### src/iias_pkg.sv
package iias_pkg;

  // ----------------------------------------------------------------
  // Clocking and timing
  // ----------------------------------------------------------------
  localparam int SYS_CLK_MHZ = 50;
  localparam int CLK_GONE_NS = 1000;
  localparam int CLK_GONE_CYCLES = (CLK_GONE_NS * SYS_CLK_MHZ) / 1000;
  localparam int DATA_CLK_HALF = 4;
  localparam int CONV_CLK_HALF = 2;
  localparam int POLL_CYCLES = 64;

  // ----------------------------------------------------------------
  // Register map
  // ----------------------------------------------------------------
  localparam logic [4:0] ADDR_ALARM = 5'h05;
  localparam logic [15:0] ALARM_RESET = 16'h0000;
  localparam logic [15:0] ALARM_IMPL_MASK = 16'hbfbc;
  localparam int BIT_ZEROCHK = 15;
  localparam int BIT_COLLIDE = 13;
  localparam int BIT_ONEAWAY = 12;
  localparam int BIT_TWOAWAY = 11;
  localparam int BIT_CONVGONE = 10;
  localparam int BIT_DATAGONE = 9;
  localparam int BIT_OUTGONE = 8;
  localparam int BIT_PATTERN = 7;
  localparam int BIT_PLL = 5;
  localparam int BIT_RPARITY = 4;
  localparam int BIT_FPARITY = 3;
  localparam int BIT_FRAMEPAR = 2;

  // ----------------------------------------------------------------
  // Data path constants
  // ----------------------------------------------------------------
  localparam logic [15:0] MIDSCALE = 16'h8000;
  localparam logic [7:0] WP_SYNC = 8'h01;
  localparam logic [7:0] RP_SYNC = 8'h10;
  localparam logic [2:0] LFV_OK_MIN = 3'h1;
  localparam logic [2:0] LFV_OK_MAX = 3'h6;

  // One-hot pointer to index; zero pointer maps to 0
  function automatic logic [2:0] ptr_index(input logic [7:0] ptr);
    logic [2:0] idx;
    idx = 3'h0;
    for (int i = 0; i < 8; i++) begin
      if (ptr[i]) begin
        idx = 3'(i);
      end
    end
    return idx;
  endfunction : ptr_index

endpackage : iias_pkg

### src/iias_if.sv
`timescale 1ns/100ps
`default_nettype none

interface iias_if;
  logic dataClk;
  logic convClk;
  logic [15:0] dataWord;
  logic parityBit;
  logic frameBit;
  logic syncReq;
  logic regWr;
  logic regRd;
  logic [4:0] regAddr;
  logic [15:0] regWdata;
  logic [15:0] regRdata;
  logic regRdValid;

  modport dev (
    input dataClk, convClk, dataWord, parityBit, frameBit, syncReq,
    input regWr, regRd, regAddr, regWdata,
    output regRdata, regRdValid
  );

  modport host (
    output dataClk, convClk, dataWord, parityBit, frameBit, syncReq,
    output regWr, regRd, regAddr, regWdata,
    input regRdata, regRdValid
  );
endinterface : iias_if

`default_nettype wire

### src/iias_clk_mon.sv
`timescale 1ns/100ps
`default_nettype none

module iias_clk_mon
  import iias_pkg::*;
(
  input wire logic sys_clk,
  input wire logic rst_n,
  input wire logic clkPin,
  output logic rise,
  output logic fall,
  output logic gone
);

  logic s1_q, s2_q, s3_q;
  logic [5:0] idleCnt_q;
  localparam logic [5:0] GONE_LIMIT = 6'(CLK_GONE_CYCLES);

  // ----------------------------------------------------------------
  // Synchroniser and edge detect
  // ----------------------------------------------------------------
  always_ff @(posedge sys_clk) begin
    if (!rst_n) begin
      s1_q <= 1'b0;
      s2_q <= 1'b0;
      s3_q <= 1'b0;
      rise <= 1'b0;
      fall <= 1'b0;
    end else begin
      s1_q <= clkPin;
      s2_q <= s1_q;
      s3_q <= s2_q;
      rise <= s2_q & ~s3_q;
      fall <= ~s2_q & s3_q;
    end
  end

  // ----------------------------------------------------------------
  // Loss timer
  // ----------------------------------------------------------------
  // Saturates so a dead clock keeps the gone level up
  always_ff @(posedge sys_clk) begin
    if (!rst_n) begin
      idleCnt_q <= 6'h00;
      gone <= 1'b0;
    end else begin
      if (s2_q != s3_q) begin
        idleCnt_q <= 6'h00;
      end else if (idleCnt_q != GONE_LIMIT) begin
        idleCnt_q <= idleCnt_q + 6'h01;
      end
      gone <= (idleCnt_q == GONE_LIMIT);
    end
  end

endmodule : iias_clk_mon

`default_nettype wire

### src/iias_device.sv
`timescale 1ns/100ps
`default_nettype none

// Overview of operation
// All-zero write pointer sets bit 15
// Zero write pointer stays stuck until sync
// Controller resyncs FIFO on zero pointer alarm
// Bits 13:11 report collision, one-away, two-away
// Collision with shutoff: resync and clear
// Conversion clock stop sets bit 10
// Data clock stop sets bit 9
// Bit 8 set by clock loss or collision
// Bit 8 high forces midscale output samples
// Controller fixes faults, clears bits to resume
// Pattern mismatch sets bit 7
// Pattern mode: controller heeds only bit 7
// PLL lock loss sets bit 5
// Controller judges lock from loop filter voltage
// Rising-edge word parity error sets bit 4
// Falling-edge word parity error sets bit 3
// Frame-as-parity error sets bit 2
// Register at 0x05, write clears flags
// Flags sticky until software clears them
module iias_device
  import iias_pkg::*;
(
  input wire logic sys_clk,
  input wire logic rst_n,
  iias_if.dev link,
  input wire logic pllLocked,
  input wire logic iotestEna,
  input wire logic [15:0] patRise,
  input wire logic [15:0] patFall,
  input wire logic frameParityEna,
  input wire logic convGoneEna,
  input wire logic dataGoneEna,
  input wire logic collideGoneEna,
  output logic [15:0] sampleOut,
  output logic outBlanked
);

  logic [15:0] wordS1_q, wordS2_q;
  logic parS1_q, parS2_q;
  logic frmS1_q, frmS2_q;
  logic pllS1_q, pllS2_q;
  logic dataRise, dataFall, dataGone;
  logic convRise, convGone;
  logic wordValid;
  logic [7:0] wp_q, rp_q;
  logic [2:0] wIdx, rIdx, ptrDiff;
  logic [15:0] fifoMem [8];
  logic collide, oneAway, twoAway;
  logic wordParErr, framePar;
  logic [15:0] alarm_q, alarm_d, alarmSet, alarmClr;
  logic [15:0] regRdata_q;
  logic regRdValid_q;

  // ----------------------------------------------------------------
  // Pin synchronisers
  // ----------------------------------------------------------------
  // Data settles well inside a half period, so two flops align it
  // with the synchronised clock edge
  always_ff @(posedge sys_clk) begin
    if (!rst_n) begin
      wordS1_q <= 16'h0000;
      wordS2_q <= 16'h0000;
      parS1_q <= 1'b0;
      parS2_q <= 1'b0;
      frmS1_q <= 1'b0;
      frmS2_q <= 1'b0;
      pllS1_q <= 1'b0;
      pllS2_q <= 1'b0;
    end else begin
      wordS1_q <= link.dataWord;
      wordS2_q <= wordS1_q;
      parS1_q <= link.parityBit;
      parS2_q <= parS1_q;
      frmS1_q <= link.frameBit;
      frmS2_q <= frmS1_q;
      pllS1_q <= pllLocked;
      pllS2_q <= pllS1_q;
    end
  end

  // ----------------------------------------------------------------
  // Clock monitors
  // ----------------------------------------------------------------
  iias_clk_mon uDataMon (
    .sys_clk(sys_clk),
    .rst_n(rst_n),
    .clkPin(link.dataClk),
    .rise(dataRise),
    .fall(dataFall),
    .gone(dataGone)
  );

  iias_clk_mon uConvMon (
    .sys_clk(sys_clk),
    .rst_n(rst_n),
    .clkPin(link.convClk),
    .rise(convRise),
    .fall(),
    .gone(convGone)
  );

  assign wordValid = dataRise | dataFall;

  // ----------------------------------------------------------------
  // FIFO pointers
  // ----------------------------------------------------------------
  // Reset leaves both pointers empty: a missing start-up sync shows
  // up as the zero pointer alarm instead of silent garbage
  always_ff @(posedge sys_clk) begin
    if (!rst_n) begin
      wp_q <= 8'h00;
    end else if (link.syncReq) begin
      wp_q <= WP_SYNC;
    end else if (wordValid && wp_q != 8'h00) begin
      wp_q <= {wp_q[6:0], wp_q[7]};
    end
  end

  always_ff @(posedge sys_clk) begin
    if (!rst_n) begin
      rp_q <= 8'h00;
    end else if (link.syncReq) begin
      rp_q <= RP_SYNC;
    end else if (convRise && rp_q != 8'h00) begin
      rp_q <= {rp_q[6:0], rp_q[7]};
    end
  end

  assign wIdx = ptr_index(wp_q);
  assign rIdx = ptr_index(rp_q);
  assign ptrDiff = wIdx - rIdx;

  // ----------------------------------------------------------------
  // FIFO storage
  // ----------------------------------------------------------------
  always_ff @(posedge sys_clk) begin
    if (wordValid && wp_q != 8'h00) begin
      fifoMem[wIdx] <= wordS2_q;
    end
  end

  // ----------------------------------------------------------------
  // Alarm conditions
  // ----------------------------------------------------------------
  always_comb begin
    collide = 1'b0;
    oneAway = 1'b0;
    twoAway = 1'b0;
    if (wp_q != 8'h00 && rp_q != 8'h00) begin
      collide = (ptrDiff == 3'h0);
      oneAway = (ptrDiff == 3'h1) || (ptrDiff == 3'h7);
      twoAway = (ptrDiff == 3'h2) || (ptrDiff == 3'h6);
    end
  end

  // Even parity over the captured word
  assign wordParErr = (^wordS2_q) != parS2_q;
  assign framePar = frameParityEna && dataRise && ((^wordS2_q) != frmS2_q);

  always_comb begin
    alarmSet = 16'h0000;
    alarmSet[BIT_ZEROCHK] = (wp_q == 8'h00);
    alarmSet[BIT_COLLIDE] = collide;
    alarmSet[BIT_ONEAWAY] = oneAway;
    alarmSet[BIT_TWOAWAY] = twoAway;
    alarmSet[BIT_CONVGONE] = convGone;
    alarmSet[BIT_DATAGONE] = dataGone;
    alarmSet[BIT_OUTGONE] = (convGone && convGoneEna)
      || (dataGone && dataGoneEna)
      || (collide && collideGoneEna);
    alarmSet[BIT_PATTERN] = iotestEna
      && ((dataRise && wordS2_q != patRise)
      || (dataFall && wordS2_q != patFall));
    alarmSet[BIT_PLL] = ~pllS2_q;
    alarmSet[BIT_RPARITY] = dataRise && wordParErr;
    alarmSet[BIT_FPARITY] = dataFall && wordParErr;
    alarmSet[BIT_FRAMEPAR] = framePar;
  end

  // ----------------------------------------------------------------
  // Alarm status register
  // ----------------------------------------------------------------
  // Writing a one clears that flag; a set in the same cycle wins
  assign alarmClr = (link.regWr && link.regAddr == ADDR_ALARM)
    ? (link.regWdata & ALARM_IMPL_MASK) : 16'h0000;
  assign alarm_d = ((alarm_q & ~alarmClr) | alarmSet)
    & ALARM_IMPL_MASK;

  always_ff @(posedge sys_clk) begin
    if (!rst_n) begin
      alarm_q <= ALARM_RESET;
    end else begin
      alarm_q <= alarm_d;
    end
  end

  // ----------------------------------------------------------------
  // Register read port
  // ----------------------------------------------------------------
  always_ff @(posedge sys_clk) begin
    if (!rst_n) begin
      regRdValid_q <= 1'b0;
      regRdata_q <= 16'h0000;
    end else begin
      regRdValid_q <= link.regRd;
      if (link.regRd && link.regAddr == ADDR_ALARM) begin
        regRdata_q <= alarm_q;
      end else begin
        regRdata_q <= 16'h0000;
      end
    end
  end

  assign link.regRdata = regRdata_q;
  assign link.regRdValid = regRdValid_q;

  // ----------------------------------------------------------------
  // Output samples
  // ----------------------------------------------------------------
  // Blanking follows the flag without waiting for a conversion edge
  always_ff @(posedge sys_clk) begin
    if (!rst_n) begin
      sampleOut <= MIDSCALE;
      outBlanked <= 1'b0;
    end else begin
      outBlanked <= alarm_d[BIT_OUTGONE];
      if (alarm_d[BIT_OUTGONE]) begin
        sampleOut <= MIDSCALE;
      end else if (convRise) begin
        sampleOut <= (rp_q != 8'h00) ? fifoMem[rIdx] : MIDSCALE;
      end
    end
  end

endmodule : iias_device

`default_nettype wire

### src/flat_wrapper.sv
// flat-port wrapper written by rule: the top's interface ports become plain ports
module iias_device_flat import iias_pkg::*;
  (sys_clk, rst_n, pllLocked, iotestEna, patRise, patFall, frameParityEna, convGoneEna, dataGoneEna, collideGoneEna, sampleOut, outBlanked, link_dataClk, link_convClk, link_dataWord, link_parityBit, link_frameBit, link_syncReq, link_regWr, link_regRd, link_regAddr, link_regWdata, link_regRdata, link_regRdValid);
  iias_if link_i ();
  input wire logic sys_clk;
  input wire logic rst_n;
  input wire logic pllLocked;
  input wire logic iotestEna;
  input wire logic [15:0] patRise;
  input wire logic [15:0] patFall;
  input wire logic frameParityEna;
  input wire logic convGoneEna;
  input wire logic dataGoneEna;
  input wire logic collideGoneEna;
  output logic [15:0] sampleOut;
  output logic outBlanked;
  input wire logic [$bits(link_i.dataClk)-1:0] link_dataClk;
  input wire logic [$bits(link_i.convClk)-1:0] link_convClk;
  input wire logic [$bits(link_i.dataWord)-1:0] link_dataWord;
  input wire logic [$bits(link_i.parityBit)-1:0] link_parityBit;
  input wire logic [$bits(link_i.frameBit)-1:0] link_frameBit;
  input wire logic [$bits(link_i.syncReq)-1:0] link_syncReq;
  input wire logic [$bits(link_i.regWr)-1:0] link_regWr;
  input wire logic [$bits(link_i.regRd)-1:0] link_regRd;
  input wire logic [$bits(link_i.regAddr)-1:0] link_regAddr;
  input wire logic [$bits(link_i.regWdata)-1:0] link_regWdata;
  output wire logic [$bits(link_i.regRdata)-1:0] link_regRdata;
  output wire logic [$bits(link_i.regRdValid)-1:0] link_regRdValid;
  assign link_i.dataClk = link_dataClk;
  assign link_i.convClk = link_convClk;
  assign link_i.dataWord = link_dataWord;
  assign link_i.parityBit = link_parityBit;
  assign link_i.frameBit = link_frameBit;
  assign link_i.syncReq = link_syncReq;
  assign link_i.regWr = link_regWr;
  assign link_i.regRd = link_regRd;
  assign link_i.regAddr = link_regAddr;
  assign link_i.regWdata = link_regWdata;
  assign link_regRdata = link_i.regRdata;
  assign link_regRdValid = link_i.regRdValid;
  iias_device u_core (.sys_clk(sys_clk), .rst_n(rst_n), .link(link_i), .pllLocked(pllLocked), .iotestEna(iotestEna), .patRise(patRise), .patFall(patFall), .frameParityEna(frameParityEna), .convGoneEna(convGoneEna), .dataGoneEna(dataGoneEna), .collideGoneEna(collideGoneEna), .sampleOut(sampleOut), .outBlanked(outBlanked));
endmodule
### config.mk
export PLATFORM = sky130hd
export DESIGN_NAME = iias_device_flat
export DESIGN_NICKNAME = d
export VERILOG_FILES = /design/src/iias_pkg.sv /design/src/iias_if.sv /design/src/iias_clk_mon.sv /design/src/iias_device.sv /design/src/flat_wrapper.sv
export SDC_FILE = /design/constraint.sdc
export NUM_CORES = 1
export LEC_CHECK = 0
export ABC_AREA = 0
export BUFFER_PORTS_ARGS = -buffer_cell sky130_fd_sc_hd__buf_2
export CAP_MARGIN = 25
export CORE_UTILIZATION = 35
export CTS_BUF_LIST = sky130_fd_sc_hd__clkbuf_16
export DETAILED_ROUTE_END_ITERATION = 8
export PLACE_DENSITY_LB_ADDON = 0.08
export SLEW_MARGIN = 20
export SYNTH_ARGS = -nofsm -noshare
export SYNTH_HDL_FRONTEND = slang
export SYNTH_SLANG_ARGS = --single-unit
### constraint.sdc
create_clock -name sys_clk -period 3 [get_ports sys_clk]
set_clock_uncertainty 0.2 [all_clocks]
set_input_delay 0 -clock sys_clk [delete_from_list [all_inputs] [get_ports sys_clk]]
set_output_delay 0 -clock sys_clk [all_outputs]
set_load 0.01 [all_outputs]
==> impl_metrics.tcl <==
set metrics [dict create \
    overflow 0 \
    cts-root-buf "clkbuf_16" \
    numPortBuffers 109 \
    syn-cell-area_um2 9470 \
    dp_hpwl_mm 14.4 \
    fmax_mhz 352 \
    dieArea_um2 27700 \
    layout-drive-gt1-share_pct 26.2 \
    nets 980 \
    yosys-top-cells-area "edfxtp_1 41%, dfxtp_1 25%, xnor2_1 4.8%, and2_1 3.4%, mux4_2 3.1%" \
    netlist_instances 680 \
    slew_viol_final 0 \
    grt.total_usage_pct 17.0 \
    hold_path_class "input pin to flip-flop" \
    fillers 2381 \
    min_period_ns 2.84 \
    hold_viol_final 2 \
    post-route-drc-count 2 \
    cts_tree "done" \
    drt_iter0_markers 321 \
    yosysSeqAreaShare_pct 65.5 \
    maxCapViolCount 0 \
    finalSetupViolations 0 \
    cts.reportedPaths.clkPinSlew_ns 0.06 \
    relSlewSlack_pct 44.5 \
    fin_setup_tns_ns 0 \
    violations "design-rule violations, negative hold slack" \
    synthDistinctLibCells 58 \
    vias 6061 \
    critPathMaxFanout 8 \
    grt_max_degree 50 \
    gp_congestion 0.737 \
    dr.pass1.iters 6 \
    pin_count 118 \
    grt_pass1_wl_mm 36.2 \
    yosysWarnings 0 \
    numCtsBuffers 28 \
    synth_async_sr_flop_share_pct 0 \
    grt_pass1_vias 6446 \
    wl_mm 23.6 \
    tightest_slew_ns 0.831 \
    r2r_setup_slack_ns 0.16 \
    worstPathArrival_ns 3.09 \
    syn_avg_cell_area_um2 13.9 \
    synth_top_area_share_pct 40.6 \
    min_period_over_period_pct 94.7 \
    viasPerCell 4.88 \
    power_density_nw_per_um2 581 \
    antennaDiodeCount 0 \
    p_leak_nw 4.54 \
    path_class "flip-flop to flip-flop" \
    h-tree-depth 1 \
    area_growth_pct 27.6 \
    final_antenna_net_count 0 \
    hold_ws_ns -0.00576 \
    synth-edff-count 128 \
    ys_ff_latch 246 \
    num_rows 59 \
    core-area_um2 26300 \
    clock-sinks 246 \
    synth.largest_area_cell "edfxtp_1" \
    die_y_um 167 \
    seqCellArea_um2 6220 \
    start_util_pct 36.0 \
    endpoint_kind "flip-flop" \
    rsz0062_at_grt "no" \
    synthFlopType "edfxtp_1" \
    multi_input_area_um2 3140 \
    p_total_mw 7.02 \
    status "finished, violations left" \
    grt_antenna_before_repair 0 \
    cts_buffer_depth 3 \
    die_w_um 167 \
    clkLatencyLatePin_ns 0.54 \
    irDropWorstVdd_mv 0.332 \
    wl_per_cell_um 19.0 \
    cp.required_ns 3.25 \
    startpoint_type "flip-flop" \
]
## stage by stage
stage	setup slack [ns]	utilization [%]	instances	cell area [um^2]
floorplan	0.0770	-	683	9490
global placement	0.182	40.1	1122	10500
detailed placement	0.110	40.1	1122	10500
CTS	0.0844	45.7	1241	12000
global route	0.00586	46.0	1243	12100
finish	0.158	46.0	1243	12100
## placed cells by master, fill, tap and decap left out, types with 17 or more instances in the layout
master	synthesis	layout
and2_1	52	52
buf_2	5	109
xnor2_1	52	51
dlygate4sd3_1	0	68
mux2_2	17	17
inv_1	13	22
nand2_1	33	33
edfxtp_1	128	128
nor2_1	34	33
clkbuf_16	0	28
buf_4	5	25
dfxtp_1	118	110
## worst max-delay path, cell delays in order, from the launching register on
cell and delay (ns):
dfxtp_2 0.34, nand2b_1 0.15, a21oi_2 0.11, nor2_1 0.05
nor2_1 0.08, or2_2 0.13, inv_1 0.07, ha_2 0.20
fa_1 0.43, xnor3_1 0.22, nand4_1 0.16, and2_4 0.23
nand3_4 0.18, o2bb2ai_1 0.22
## registers in the layout, indices dropped and copies added, names as in the netlist, 6 cells and up
| signal | count |
|---|---|
| u_core.alarm_q | 12 |
| u_core.wp_q | 8 |
| u_core.sampleOut | 16 |
| u_core.link.regRdata | 12 |
| u_core.uConvMon.idleCnt_q | 6 |
| u_core.wordS1_q | 16 |
| u_core.fifoMem | 128 |
| u_core.uDataMon.idleCnt_q | 6 |
| u_core.wordS2_q | 16 |
| u_core.rp_q | 8 |
## logic make-up after synthesis
family	after synthesis	synth area share (%)
other	1	0.0396
adder cells (fa/ha/maj)	9	1.27
flip-flops	246	65.5
XOR/XNOR	60	5.69
AND/OR/NAND/NOR	197	11.7
multiplexers	40	6.68
buffers and inverters	45	2.36
AO/OA/AOI/OAI	82	6.75
## final cells by class
type                       instances  share of cell area (%)
clock inverter                    23                   0.901
tap                              335                    3.47
timing repair buffer             204                    12.0
multi-input combinational        393                    25.9
inverter                          14                   0.435
clock buffer                      28                    5.80
sequential                       246                    51.4
## what timing repair did
item | 4_1_cts | 5_1_grt
resized for setup | 0 | 14
hold buffers | 68 | 0
endpoints found under the setup margin | 0 | 18
hold endpoints to repair | 95 | 0
buffers inserted | 0 | 1
## synthesized netlist by cell type, drive strengths merged, types with 2 or more instances
cell     instances
a21boi           2
a21oi           17
a221oi          16
a22o            15
a22oi            2
and2            55
and3            15
buf             14
clkbuf          17
dfxtp          118
edfxtp         128
ha               8
inv             14
mux2            17
mux2i            7
mux4            16
nand2           34
nand2b           2
nand3           11
nand3b           4
nand4           11
nand4b           3
nor2            35
nor2b           10
nor3             7
nor4             4
o211ai           3
o21a             2
o21ai            3
o2bb2ai         15
o41ai            2
or2              2
xnor2           52
xor2             7
## power by group
part	internal [mW]	total (mW)	leakage [nW]	switching, mW
logic	0.213	0.394	1.93	0.181
registers	3.58	3.62	2.16	0.0492
clock network	1.69	3.00	0.446	1.32
total	5.47	7.02	4.54	1.55
## final timing paths
kind | to | cells past startpoint | start
max | u_core.sampleOut[2] | 13 | u_core.wp_q[2]
min | u_core.alarm_q[4] | 5 | link_regWr
max reg2reg | u_core.sampleOut[2] | 13 | u_core.wp_q[2]
min reg2reg | u_core.alarm_q[5] | 1 | u_core.pllS2_q
## routing by layer
layer  routed length (um)  GRT usage [%]
met3                 1100           2.80
met5                    0              0
met1                10700           22.5
met4                  331           3.82
met2                11400           29.3
Note: power is estimated with default switching activity, not from simulation.
